**config.mk**
```make
export PLATFORM = sky130hd
export DESIGN_NAME = sys_pin_ctrl
export DESIGN_NICKNAME = d
export VERILOG_FILES = /design/src/sys_pin_pkg.sv /design/src/sys_pin_ctrl.sv
export SDC_FILE = /design/constraint.sdc
export NUM_CORES = 1
export LEC_CHECK = 0
export BUFFER_PORTS_ARGS = -buffer_cell sky130_fd_sc_hd__buf_4
export CORE_MARGIN = 1.5
export CORE_UTILIZATION = 52
export CTS_CLUSTER_SIZE = 14
export DETAILED_ROUTE_END_ITERATION = 16
export PLACE_DENSITY = 0.81
export SLEW_MARGIN = 20
export SYNTH_ARGS = -nofsm -noshare
export SYNTH_HDL_FRONTEND = slang
export SYNTH_SLANG_ARGS = --single-unit
```
**constraint.sdc**
```tcl
create_clock -name core_clk -period 1.9 [get_ports core_clk]
set_input_delay 0.095 -clock core_clk [delete_from_list [all_inputs] [get_ports core_clk]]
set_output_delay 0.095 -clock core_clk [all_outputs]
set_load 0.1 [all_outputs]
```
**src/sys_pin_pkg.sv**
```systemverilog
// Shared types and constants for the system pin mux and wake control block.
// Behaviour
// - One two-way pin carries EEPROM serial data.
// - Data pin muxes output, TX_EN, TX_CLK; select off.
// - Clock pin muxes output, RX_DV, RX_CLK; select off.
// - Both general outputs are output only.
// - Hardware reset clears power, write-gate and pin outputs; the crossover strap is not reset.
// - Writes ignored until a read after reset/wake.
// - Wake output asserts, programmable polarity and type.
// - Wake output never wakes the device itself.
// - Only qualified host write or reset leaves power saving.
// - Crossover enabled when strap high, disabled low.
package sys_pin_pkg;

	// ----------------------------------------------------------------
	// Pin mode encodings
	// ----------------------------------------------------------------
	typedef enum logic [1:0] {
		PIN_EEPROM = 2'h0,
		PIN_GPO = 2'h1,
		PIN_MON_EN = 2'h2,
		PIN_MON_CLK = 2'h3
	} pin_mode_t;

	// ----------------------------------------------------------------
	// Power state machine
	// ----------------------------------------------------------------
	typedef enum logic [1:0] {
		PWR_AWAKE = 2'b01,
		PWR_SLEEP = 2'b10
	} pwr_state_t;

	// Internal MII signals watched by the monitor modes.
	typedef struct packed {
		logic txEn;
		logic txClk;
		logic rxDv;
		logic rxClk;
	} mii_mon_t;

	// EEPROM engine side of the two shared pins.
	typedef struct packed {
		logic dataOut;
		logic dataOe;
		logic clkOut;
		logic selOut;
	} eeprom_drv_t;

	localparam logic RST_WAKE_OUT = 1'b0;
	localparam logic RST_READ_SEEN = 1'b0;
	localparam logic RST_STRAP = 1'b1;
	localparam int SYNC_STAGES = 3;

endpackage

```
**src/sys_pin_ctrl.sv**
```systemverilog
// System pin mux, reset, wake-up and crossover strap control.
`timescale 1ns/100ps
module sys_pin_ctrl (
	input wire logic core_clk,
	input wire logic rst,
	input wire logic hardwareResetLow,
	input wire logic softResetBit,
	input wire sys_pin_pkg::pin_mode_t dataPinMode,
	input wire sys_pin_pkg::pin_mode_t clkPinMode,
	input wire logic generalOutputThree,
	input wire logic generalOutputFour,
	input wire sys_pin_pkg::mii_mon_t miiMon,
	input wire sys_pin_pkg::eeprom_drv_t eepromDrv,
	input wire logic eepromSerialDataIn,
	input wire logic chipSelectLow,
	input wire logic writeStrobeLow,
	input wire logic readStrobeLow,
	input wire logic sleepRequest,
	input wire logic wakeEventDetect,
	input wire logic wakeOutEnable,
	input wire logic wakeOutPolarity,
	input wire logic wakeOutOpenDrain,
	input wire logic crossoverAutoStrap,
	output logic eepromSerialDataOut,
	output logic eepromSerialDataOe,
	output logic eepromSerialDataRx,
	output logic eepromClockOut,
	output logic eepromSelectOut,
	output logic wakeEventOut,
	output logic wakeEventOe,
	output logic writeEnabled,
	output logic powerSaving,
	output logic crossoverAutoEn,
	output logic logicReset
);
	import sys_pin_pkg::*;

	// ----------------------------------------------------------------
	// Input synchronisers
	// ----------------------------------------------------------------
	// Pins come from outside; a change counts when stages two and three agree.
	logic [SYNC_STAGES-1:0] csSync_ff, wrSync_ff, rdSync_ff, rstSync_ff, strapSync_ff, dinSync_ff;
	logic csLow_ff, wrLow_ff, rdLow_ff, hwRstLow_ff, strap_ff, din_ff;

	function automatic logic filt(input logic [SYNC_STAGES-1:0] s, input logic prev);
		filt = (s[1] == s[2]) ? s[2] : prev;
	endfunction

	always_ff @(posedge core_clk or posedge rst) begin
		if (rst) begin
			csSync_ff <= '1;
			wrSync_ff <= '1;
			rdSync_ff <= '1;
			rstSync_ff <= '1;
			strapSync_ff <= '1;
			dinSync_ff <= '0;
			csLow_ff <= 1'b1;
			wrLow_ff <= 1'b1;
			rdLow_ff <= 1'b1;
			hwRstLow_ff <= 1'b1;
			strap_ff <= RST_STRAP;
			din_ff <= 1'b0;
		end else begin
			csSync_ff <= {csSync_ff[1:0], chipSelectLow};
			wrSync_ff <= {wrSync_ff[1:0], writeStrobeLow};
			rdSync_ff <= {rdSync_ff[1:0], readStrobeLow};
			rstSync_ff <= {rstSync_ff[1:0], hardwareResetLow};
			strapSync_ff <= {strapSync_ff[1:0], crossoverAutoStrap};
			dinSync_ff <= {dinSync_ff[1:0], eepromSerialDataIn};
			csLow_ff <= filt(csSync_ff, csLow_ff);
			wrLow_ff <= filt(wrSync_ff, wrLow_ff);
			rdLow_ff <= filt(rdSync_ff, rdLow_ff);
			hwRstLow_ff <= filt(rstSync_ff, hwRstLow_ff);
			strap_ff <= filt(strapSync_ff, strap_ff);
			din_ff <= filt(dinSync_ff, din_ff);
		end
	end

	// ----------------------------------------------------------------
	// Internal reset
	// ----------------------------------------------------------------
	// Hardware pin or soft bit clear the power, read and pin state below; not the strap or write-edge flop.
	logic intRst;
	assign intRst = ~hwRstLow_ff | softResetBit;

	always_ff @(posedge core_clk or posedge rst) begin
		if (rst) begin
			logicReset <= 1'b1;
		end else begin
			logicReset <= intRst;
		end
	end

	// ----------------------------------------------------------------
	// Power state and write gating
	// ----------------------------------------------------------------
	logic hostWrite, hostWritePrev_ff, hostWriteEdge, hostRead;
	pwr_state_t pwrState_ff;
	logic readSeen_ff;

	assign hostWrite = ~csLow_ff & ~wrLow_ff;
	assign hostRead = ~csLow_ff & ~rdLow_ff;
	assign hostWriteEdge = hostWrite & ~hostWritePrev_ff;

	always_ff @(posedge core_clk or posedge rst) begin
		if (rst) begin
			hostWritePrev_ff <= 1'b0;
		end else begin
			hostWritePrev_ff <= hostWrite;
		end
	end

	// Wake events are deliberately absent here: only a host write or an internal reset wakes.
	always_ff @(posedge core_clk or posedge rst) begin
		if (rst) begin
			pwrState_ff <= PWR_AWAKE;
		end else if (intRst) begin
			pwrState_ff <= PWR_AWAKE;
		end else begin
			case (pwrState_ff)
				PWR_AWAKE: begin
					if (sleepRequest) begin
						pwrState_ff <= PWR_SLEEP;
					end
				end
				PWR_SLEEP: begin
					if (hostWriteEdge) begin
						pwrState_ff <= PWR_AWAKE;
					end
				end
				default: begin
					pwrState_ff <= PWR_AWAKE;
				end
			endcase
		end
	end

	// Cleared by reset and on every cycle in sleep; set by a read only while awake.
	always_ff @(posedge core_clk or posedge rst) begin
		if (rst) begin
			readSeen_ff <= RST_READ_SEEN;
		end else if (intRst) begin
			readSeen_ff <= RST_READ_SEEN;
		end else if (hostRead && pwrState_ff == PWR_AWAKE) begin
			readSeen_ff <= 1'b1;
		end else if (pwrState_ff == PWR_SLEEP) begin
			readSeen_ff <= 1'b0;
		end
	end

	always_ff @(posedge core_clk or posedge rst) begin
		if (rst) begin
			writeEnabled <= 1'b0;
			powerSaving <= 1'b0;
		end else begin
			writeEnabled <= readSeen_ff & ~intRst & (pwrState_ff == PWR_AWAKE);
			powerSaving <= (pwrState_ff == PWR_SLEEP);
		end
	end

	// ----------------------------------------------------------------
	// Wake event output
	// ----------------------------------------------------------------
	// Open-drain drives the pin only while the event is asserted, at its active level.
	always_ff @(posedge core_clk or posedge rst) begin
		if (rst) begin
			wakeEventOut <= RST_WAKE_OUT;
			wakeEventOe <= 1'b0;
		end else begin
			wakeEventOut <= (wakeOutEnable & wakeEventDetect & ~intRst) ~^ wakeOutPolarity;
			if (!wakeOutOpenDrain) begin
				wakeEventOe <= ~intRst;
			end else begin
				wakeEventOe <= ~intRst & wakeOutEnable & wakeEventDetect;
			end
		end
	end

	// ----------------------------------------------------------------
	// Shared pin multiplexers
	// ----------------------------------------------------------------
	function automatic logic monPick(input pin_mode_t m, input logic gpo, input logic en,
		input logic clk);
		case (m)
			PIN_GPO: monPick = gpo;
			PIN_MON_EN: monPick = en;
			PIN_MON_CLK: monPick = clk;
			default: monPick = 1'b0;
		endcase
	endfunction

	always_ff @(posedge core_clk or posedge rst) begin
		if (rst) begin
			eepromSerialDataOut <= 1'b0;
			eepromSerialDataOe <= 1'b0;
			eepromSerialDataRx <= 1'b0;
			eepromClockOut <= 1'b0;
			eepromSelectOut <= 1'b0;
		end else if (intRst) begin
			eepromSerialDataOut <= 1'b0;
			eepromSerialDataOe <= 1'b0;
			eepromSerialDataRx <= 1'b0;
			eepromClockOut <= 1'b0;
			eepromSelectOut <= 1'b0;
		end else begin
			eepromSerialDataRx <= din_ff;
			if (dataPinMode == PIN_EEPROM) begin
				eepromSerialDataOut <= eepromDrv.dataOut;
				eepromSerialDataOe <= eepromDrv.dataOe;
			end else begin
				// Output only: never released for input in these modes.
				eepromSerialDataOut <= monPick(dataPinMode, generalOutputThree, miiMon.txEn,
					miiMon.txClk);
				eepromSerialDataOe <= 1'b1;
			end
			if (clkPinMode == PIN_EEPROM) begin
				eepromClockOut <= eepromDrv.clkOut;
			end else begin
				eepromClockOut <= monPick(clkPinMode, generalOutputFour, miiMon.rxDv,
					miiMon.rxClk);
			end
			// Any alternate function keeps the EEPROM from being addressed by accident.
			eepromSelectOut <= eepromDrv.selOut & (dataPinMode == PIN_EEPROM)
				& (clkPinMode == PIN_EEPROM);
		end
	end

	// ----------------------------------------------------------------
	// Crossover strap
	// ----------------------------------------------------------------
	// An open strap pin floats high via its pull-up, so high or open enables.
	always_ff @(posedge core_clk or posedge rst) begin
		if (rst) begin
			crossoverAutoEn <= RST_STRAP;
		end else begin
			crossoverAutoEn <= strap_ff;
		end
	end

endmodule

```
# == Word-level counts from Yosys, hierarchy flattened ==
# Cells that the tools add are included.
# totals
regBits,39
input_bits,28
out_inout_bits,11
# op_classes
eq_ne,16
mux,18
bitwise,19
reduce_logical,5
# op_table
op,count
1-bit 2-to-1 mux,12
1-bit bitwise AND,11
2-bit equality test (second input constant),5
1-bit equality test,6
2-bit by 1-bit equality test with 1-bit output (second input constant),3
2-bit 2-to-1 mux,3
3-bit inequality test (second input constant),2
1-bit NOT,6
1-bit case mux with 3 select lines,2
2-bit zero test,2
2-bit case mux with 2 select lines,1
3-bit nonzero test,1
2-bit AND reduction,1
1-bit logical AND,1
1-bit bitwise OR,1
1-bit bitwise XNOR,1

# == Longest topological paths before layout ==
# Gate-level depths: netlist (run 1).
# logic_depth
depth_word,6
depth_mapped,3
mapped_depth_nobuf,3

# == Worst setup path before layout (run 1) ==
# No wires, ideal clock.
# synth_timing
path_kind,flip-flop to flip-flop
startpoint,reg hwRstLow_ff
endpoint,reg eepromClockOut
setup_ns,0.095
arrival_time_ns,0.994
setup_slack_ns,0.810
stages_incl_launch_ff,4
n_path_buf,0
synth_period_minus_slack_ns,1.090
path_cell_list,dfstp_2 and2b_2 inv_1 o31ai_1
# synth_between
elab_chain_cells,3
# synth_rtl
element,line_no,rtl
start: declaration,sys_pin_ctrl.sv:43,"logic csLow_ff, wrLow_ff, rdLow_ff, hwRstLow_ff, strap_ff, din_ff;"
start signal: assignment,sys_pin_ctrl.sv:73,"hwRstLow_ff <= filt(rstSync_ff, hwRstLow_ff);"
1-bit NOT,sys_pin_ctrl.sv:84,assign intRst = ~hwRstLow_ff | softResetBit;
1-bit bitwise OR,sys_pin_ctrl.sv:84,
via intRst,sys_pin_ctrl.sv:83,logic intRst;
1-bit 2-to-1 mux,sys_pin_ctrl.sv:199,end else if (intRst) begin
end signal: assignment,sys_pin_ctrl.sv:217,eepromClockOut <= eepromDrv.clkOut;
end signal: assignment,sys_pin_ctrl.sv:219,"eepromClockOut <= monPick(clkPinMode, generalOutputFour, miiMon.rxDv,"
end: declaration,sys_pin_ctrl.sv:27,"output logic eepromClockOut,"
# The timed path passes the listed nets, and every way through them passes these cells.
# A chain may end at the register's enable or synchronous reset.

# == Worst setup path after layout (run 1) ==
# layout_timing
startpoint,reg hwRstLow_ff
endpoint,reg eepromSelectOut
# layout_between
elab_chain_cells,3
# layout_rtl
element,line_no,rtl
1-bit NOT,sys_pin_ctrl.sv:84,
1-bit bitwise OR,sys_pin_ctrl.sv:84,
via intRst,sys_pin_ctrl.sv:83,
1-bit 2-to-1 mux,sys_pin_ctrl.sv:199,
end signal: assignment,sys_pin_ctrl.sv:223,eepromSelectOut <= eepromDrv.selOut & (dataPinMode == PIN_EEPROM)
end: declaration,sys_pin_ctrl.sv:28,"output logic eepromSelectOut,"
# The timed path passes the listed nets, and every way through them passes these cells.

==> results of run 1 <==
==> routing by layer <==
layer | vias up | track usage | part of all wire
met5 | - | 0 | 0
met4 | 0 | 0.120 | 0.029
met3 | 7 | 0.0714 | 0.077
met2 | 37 | 0.297 | 0.49
met1 | 393 | 0.211 | 0.40
li1 | 376 | - | -
==> cells in the mapped netlist <==
cell type / number
sky130_fd_sc_hd__o21ai_0: 2
sky130_fd_sc_hd__o31ai_1: 2
sky130_fd_sc_hd__nor2_1: 3
sky130_fd_sc_hd__nand2b_1: 1
sky130_fd_sc_hd__o22ai_1: 1
sky130_fd_sc_hd__and2_1: 3
sky130_fd_sc_hd__nor4_1: 1
sky130_fd_sc_hd__xor2_1: 1
sky130_fd_sc_hd__nand3_1: 2
sky130_fd_sc_hd__mux4_2: 1
sky130_fd_sc_hd__maj3_1: 6
sky130_fd_sc_hd__and2b_2: 1
sky130_fd_sc_hd__nor3_1: 3
sky130_fd_sc_hd__nand2_1: 4
sky130_fd_sc_hd__inv_1: 3
sky130_fd_sc_hd__nand3b_1: 1
sky130_fd_sc_hd__a21oi_1: 3
sky130_fd_sc_hd__dfstp_2: 23
sky130_fd_sc_hd__dfrtp_1: 16
sky130_fd_sc_hd__nor2b_1: 1
==> path summary, 6_finish.rpt <==
| path | end | slack, ps | cells past startpoint |
|---|---|---|---|
| max | eepromSelectOut | 130 | 4 |
| min | eepromSerialDataOe | 20 | 3 |
| max reg2reg | eepromSelectOut | 130 | 4 |
| min reg2reg | rdSync_ff[2] | 360 | 0 |
| max in group asynchronous | rdSync_ff[1] | 1140 | 4 |
| min in group asynchronous | hostWritePrev_ff | 410 | 4 |
==> critical path, cell delays in order, from the launching register on <==
cell and delay (ps):
sky130_fd_sc_hd__dfstp_2 540, sky130_fd_sc_hd__and2b_2 200, sky130_fd_sc_hd__inv_1 140, sky130_fd_sc_hd__nor4_1 260
sky130_fd_sc_hd__dlygate4sd3_1 580
==> flip-flops by register name, indices dropped and copies added, names as in the netlist, 2 cells and up <==
register      cells
wrSync_ff         3
strapSync_ff      3
csSync_ff         3
rdSync_ff         3
pwrState_ff       2
rstSync_ff        3
dinSync_ff        3
==> kinds of logic (layout without fill, tap and decap cells) <==
logic type,Yosys count,after routing
flops,39,39
buf+inv,3,63
xor+xnor,1,1
fa+ha+maj,6,6
mux,1,1
simple gates,20,20
compound gates,8,8
==> area by class of cell <==
type | instances | share of cell area
clock buffer | 6 | 0.0285
multi-input combinational | 36 | 0.135
sequential | 39 | 0.557
clock inverter | 2 | 0.0194
timing repair buffer | 52 | 0.235
inverter | 3 | 0.00625
tap | 28 | 0.0194
==> power groups by stage <==
stage	combinational [uW]	sequential (uW)	clock (uW)
detailed placement	234	946	0
CTS	254	931	577
global placement	229	941	0
floorplan	51.6	1040	0
finish	254	931	558
global route	269	937	612
==> metrics by stage <==
step                      worst slack [ps]  hold slack (ps)  power, uW   util  cell area (um^2)
final                                  131             17.8       1740  0.800              1800
after global placement                 749              203       1170  0.704              1590
after floorplan                        810             99.5       1090      -              1260
after detailed placement               701              205       1180  0.704              1590
after global routing                  32.3            0.238       1820  0.800              1800
after CTS                              173             2.01       1760  0.800              1800
==> out/qor.tcl, run 1 <==
set qor(p_sw_frac) 0.247
set qor(numPlacedInstances) 145
set qor(dp_hpwl_um) 1460
set qor(clkSlewWorstSetupHoldPaths_ps) 110
set qor(place.gp.congestion) 0.813
set qor(final_antenna_net_count) 0
set qor(tritoncts) {built}
set qor(antenna_cells_inserted) 0
set qor(power.internal_uw) 1310
set qor(synth_seq_cells) 39
set qor(power.leakage_uw) 0.000832
set qor(final_hold_viol_count) 0
set qor(multi_input_comb_area_um2) 243
set qor(layout.cells.most_common) {sky130_fd_sc_hd__buf_4}
set qor(cap_violations) 0
set qor(clock_tree.buffer_depth) 2
set qor(min_from) {dataPinMode[0]}
set qor(top_library_cells_by_usage_in_the_layout_fill_and_taps_aside) {39 x sky130_fd_sc_hd__buf_4, 23 x sky130_fd_sc_hd__dfstp_2, 16 x sky130_fd_sc_hd__dfrtp_1}
set qor(sequential_cell_area_um2) 1000
set qor(final_period_minus_worst_setup_slack_ps) 1770
set qor(fin_cells) 166
set qor(setup.worst_path.start_class) {register}
set qor(timing.final.setup_violations) 0
set qor(synth_area_in_compound_gates) 0.0368
set qor(antenna_found_initial) 0
set qor(regToRegStartpoint) {hwRstLow_ff}
set qor(num_rows) 17
set qor(cts.htree.levels) 2
set qor(critical_path.startpoint) {hwRstLow_ff}
set qor(seq_power_share) 0.534
set qor(total_of_fill_cells_in_the_finished_design) 133
set qor(comb_pwr_share) 0.146
set qor(net_count_of_the_finished_layout) 165
set qor(synth_warnings) 0
set qor(first_global_vias) 823
set qor(power_frac_clock) 0.320
set qor(max_clock_freq_mhz) 565
set qor(synthDominantAreaCellType) {sky130_fd_sc_hd__dfstp_2}
set qor(yosysUniqueCellTypes) 20
set qor(synth_cells) 78
set qor(die_width_um) 52.2
set qor(timing.critical_path.fanout_max) 7
set qor(grt_setup_unrepaired) {no}
set qor(final_max_slew_viol_count) 0
set qor(gr-usage-all-layers) 0.187
set qor(detailedRoute.firstIterationViolations) 7
set qor(coreArea_um2) 2250
set qor(main_combinational_cell_family_by_area_after_synthesis) {simple AND/OR/NAND/NOR gates}
set qor(global_route.overflow_total) 0
set qor(cts.root.buffer_cell) {sky130_fd_sc_hd__clkbuf_4}
set qor(synthToLayoutAreaGrowth_pct) 43.2
set qor(mappedNetlistNets) 106
set qor(final_layout_size_suffix_gt1_frac) 0.522
set qor(detailedRoute.firstPassIterationCount) 4
set qor(slew_headroom) 0.704
set qor(start_util) 0.558
set qor(die-area_um2) 2720
set qor(placement.io_buffers) 38
set qor(synth.yosys.seq_area_share) 0.798
set qor(p_per_area_nw_per_um2) 966
set qor(net-switching-power_uw) 430
set qor(syn_area_um2) 1260
set qor(syn_area_per_cell_um2) 16.1
set qor(arrival_ps) 2050
set qor(routed_via_density) 4.90
set qor(grt_first_pass_wirelength_um) 3470
set qor(avgRoutedWirePerCell_um) 13.0
set qor(final_min_period_over_clock_period) 0.931
set qor(ctsHoldBuffers) 13
set qor(end_kind) {register}
set qor(synth_area_leaders) {sky130_fd_sc_hd__dfstp_2 48%, sky130_fd_sc_hd__dfrtp_1 32%, sky130_fd_sc_hd__maj3_1 4.8%}
set qor(worst_ep_required_time_ps) 2180
set qor(insertion_delay_ps) 340
set qor(dr_total_vias) 813
set qor(timing.setup.critical_path_class) {reg2reg}
set qor(ios) 39
set qor(die_height_um) 52.2
set qor(cts_resized) 0
set qor(synth_adder_area_share) 0.0477
set qor(vdd.ir_drop.worst_mv) 0.761
set qor(synth-simple-area-share) 0.0835
set qor(grt_start_max_net_pins) 40
set qor(clock_sink_count) 39
set qor(cts_made_buffers) 5
set qor(hold_path_class) {in2reg}
set qor(post_synth_mux_area_share) 0.0179
set qor(post_synth_xor_xnor_area) 0.00696
set qor(clock_skew_ps) 11.9
set qor(drt-total-wl_um) 2170
set qor(setup_tns_ps) 0
set qor(cts_setup_buffers) 0
set qor(yosys_top_cell_area_share) 0.480
set qor(drc) 0
set qor(worst_slew_pin_slew_ps) 444
set qor(run_status) {finished, final reports clean}
Power figures use the tool's default switching activity.
==> run 2: changes to the inputs <==
--- a/config.mk
+++ b/config.mk
@@ -7,10 +7,12 @@
 export LEC_CHECK = 0
 export BUFFER_PORTS_ARGS = -buffer_cell sky130_fd_sc_hd__buf_4
 export CORE_MARGIN = 1.5
-export CORE_UTILIZATION = 52
+export CORE_UTILIZATION = 55
+export CTS_BUF_LIST = sky130_fd_sc_hd__clkbuf_2 sky130_fd_sc_hd__clkbuf_4 sky130_fd_sc_hd__clkbuf_8
 export CTS_CLUSTER_SIZE = 14
 export DETAILED_ROUTE_END_ITERATION = 16
-export PLACE_DENSITY = 0.81
+export PLACE_DENSITY = 0.85
+export SKIP_LAST_GASP = 1
 export SLEW_MARGIN = 20
 export SYNTH_ARGS = -nofsm -noshare
 export SYNTH_HDL_FRONTEND = slang
==> run 2 against run 1 <==
Against the previous run: design area rose by 0.62%; total power is 1.2% lower; sequential power about the same; largest cell class unchanged; first-iteration DRC count increased by 29%; critical path depth is the same; non-clock buffer count up 1.
==> out/qor.tcl, run 2 (synthesis results as in run 1) <==
set qor(cp_num_buf_inv) 2 ;# unchanged
set qor(run_status) {finished, final reports clean}
set qor(gr-usage-all-layers) 0.214 ;# +0.0267
set qor(timing.setup.critical_path_class) {reg2reg}
set qor(setup_tns_ps) 0 ;# unchanged
set qor(cts.root.buffer_cell) {sky130_fd_sc_hd__clkbuf_4}
set qor(layout.cells.most_common) {sky130_fd_sc_hd__buf_4}
set qor(drt-total-wl_um) 2250 ;# +4.1%
set qor(power_uw) 1720 ;# -1.2%
set qor(slew_headroom) 0.702 ;# -0.00200
set qor(clkSlewWorstSetupHoldPaths_ps) 110 ;# about the same
set qor(die-area_um2) 2580 ;# -5.1%
set qor(first_global_vias) 865 ;# +5.1%
set qor(cts_made_buffers) 5 ;# unchanged
set qor(numPlacedInstances) 145 ;# unchanged
set qor(final_min_period_over_clock_period) 0.965 ;# +0.0338
set qor(dr_total_vias) 795 ;# -2.2%
set qor(start_util) 0.575 ;# +0.0163
set qor(dp_hpwl_um) 1370 ;# -6.1%
set qor(setup.worst_path.start_class) {register}
set qor(cts_setup_buffers) 0 ;# unchanged
set qor(final_period_minus_worst_setup_slack_ps) 1830 ;# +64.1 ps
set qor(clock_sink_count) 39 ;# unchanged
set qor(worst_ep_required_time_ps) 2170 ;# about the same
set qor(placement.io_buffers) 38 ;# unchanged
set qor(vdd.ir_drop.worst_mv) 0.796 ;# +4.5%
set qor(grt_first_pass_wirelength_um) 3730 ;# +7.6%
set qor(end_kind) {register}
set qor(insertion_delay_ps) 330 ;# about the same
set qor(pre_cts_slack_ps) 658 ;# -43.0 ps
set qor(wp_depth) 4 ;# unchanged
set qor(final_max_slew_viol_count) 0 ;# unchanged
set qor(routed_via_density) 4.76 ;# -2.8%
set qor(coreArea_um2) 2190 ;# -2.8%
set qor(timing.critical_path.fanout_max) 7 ;# unchanged
set qor(rr_worst_depth) 4 ;# unchanged
set qor(path_cells) {and2b_2, inv_1, nor4_2, dlygate4sd3_1}
set qor(avgRoutedWirePerCell_um) 13.5 ;# +3.4%
set qor(final_layout_size_suffix_gt1_frac) 0.525 ;# +0.00344
set qor(post-route-worst-setup-slack_ps) 66.9 ;# -64.1 ps
set qor(hold_path_class) {in2reg}
set qor(clock_skew_ps) 5.93 ;# -6.00 ps
set qor(fin_cells) 167 ;# +0.60%
set qor(antenna_found_initial) 0 ;# unchanged
set qor(critical_path.startpoint) {hwRstLow_ff}
set qor(timing.final.setup_violations) 0 ;# unchanged
set qor(synthToLayoutAreaGrowth_pct) 44.1
set qor(arrival_ps) 2100 ;# +50 ps
set qor(max_clock_freq_mhz) 546 ;# -3.5%
set qor(detailedRoute.firstIterationViolations) 9 ;# +2
set qor(ios) 39 ;# unchanged
set qor(drc) 0 ;# unchanged
set qor(tritoncts) {built}
set qor(p_per_area_nw_per_um2) 949 ;# -1.8%
set qor(net_count_of_the_finished_layout) 166 ;# +0.61%
set qor(whs_path_depth) 3 ;# unchanged
set qor(cts.htree.levels) 2 ;# unchanged
set qor(min_from) {wakeEventDetect}
set qor(die_width_um) 50.8 ;# -2.6%
set qor(worst_path_max_delay_cell) {sky130_fd_sc_hd__dlygate4sd3_1}
set qor(top_library_cells_by_usage_in_the_layout_fill_and_taps_aside) {39 x sky130_fd_sc_hd__buf_4, 23 x sky130_fd_sc_hd__dfstp_2, 16 x sky130_fd_sc_hd__dfrtp_1}
set qor(clock_tree.buffer_depth) 2 ;# unchanged
set qor(critPathTopFamily) {buffers and inverters}
set qor(antenna_cells_inserted) 0 ;# unchanged
set qor(fin_area_um2) 1810 ;# +0.62%
set qor(cap_violations) 0 ;# unchanged
set qor(power.leakage_uw) 0.000836 ;# +0.41%
set qor(place.gp.congestion) 0.735 ;# -9.6%
set qor(detailedRoute.firstPassIterationCount) 2 ;# -2
set qor(final_hold_viol_count) 0 ;# unchanged
set qor(maximum_cell_stage_delay_along_the_critical_path_ps) 610 ;# +30 ps
set qor(regToRegStartpoint) {hwRstLow_ff}
set qor(die_height_um) 50.8 ;# -2.6%
set qor(global_route.overflow_total) 0 ;# unchanged
set qor(final_antenna_net_count) 0 ;# unchanged
set qor(grt_start_max_net_pins) 40 ;# unchanged
set qor(dpl_cell_area_um2) 1590 ;# unchanged
set qor(worst_slew_pin_slew_ps) 447 ;# +2.99 ps
set qor(num_rows) 17 ;# unchanged
-- run 2: cell count changes in the layout (fill, tap and decap cells not counted), sizes merged --
cell,previous run,this run
clkbuf,6,5
dlygate4sd3,13,14
clkinv,1,2
-- run 2: worst paths after layout --
| kind | endpoint | slack [ps] |
|---|---|---|
| setup / recovery | eepromSelectOut | 70 |
| hold / removal | wakeEventOe | 30 |
| setup reg to reg | eepromSelectOut | 70 |
| hold reg to reg | rdSync_ff[1] | 360 |
| max in group asynchronous | wrLow_ff | 1130 |
| min in group asynchronous | dinSync_ff[2] | 420 |
-- run 2: metal layers --
metal	vias up	routed length, um	GRT usage
met4	0	25	0.104
met5	-	0	0
met1	379	930	0.216
li1	385	-	-
met3	4	91	0.0877
met2	27	1210	0.379
-- run 2: where the power goes --
part / internal (uW) / switching (uW) / leakage [uW] / total, uW
combinational: 96.2 / 159 / 0.000342 / 255
clock: 277 / 258 / 0.0000452 / 535
sequential: 906 / 24.8 / 0.000449 / 931
-- run 2: area by class of cell --
type	count	area, um^2
clock buffer	5	37.5
fill	107	377
clock inverter	3	43.8
tap	28	35.0
sequential	39	1000
inverter	3	11.3
timing repair buffer	53	433
multi-input combinational	36	249
-- run 2: repair_timing --
item | in CTS | in global routing
endpoints found under the setup margin | 0 | 1
hold buffers | 14 | 0
gates resized for setup | 0 | 1
hold endpoints to repair | 27 | 0
-- run 2: stage by stage --
step | utilization | hold WS [ps]
finish | 0.828 | 25.5
global route | 0.828 | 9.49
floorplan | - | 99.5
global placement | 0.724 | 203
detailed placement | 0.724 | 205
CTS | 0.825 | 16.7
-- run 2: tightest hold or removal path, stage by stage --
cell,delay (ps)
sky130_fd_sc_hd__buf_4,110
sky130_fd_sc_hd__nand2_1,50
sky130_fd_sc_hd__a21oi_1,70
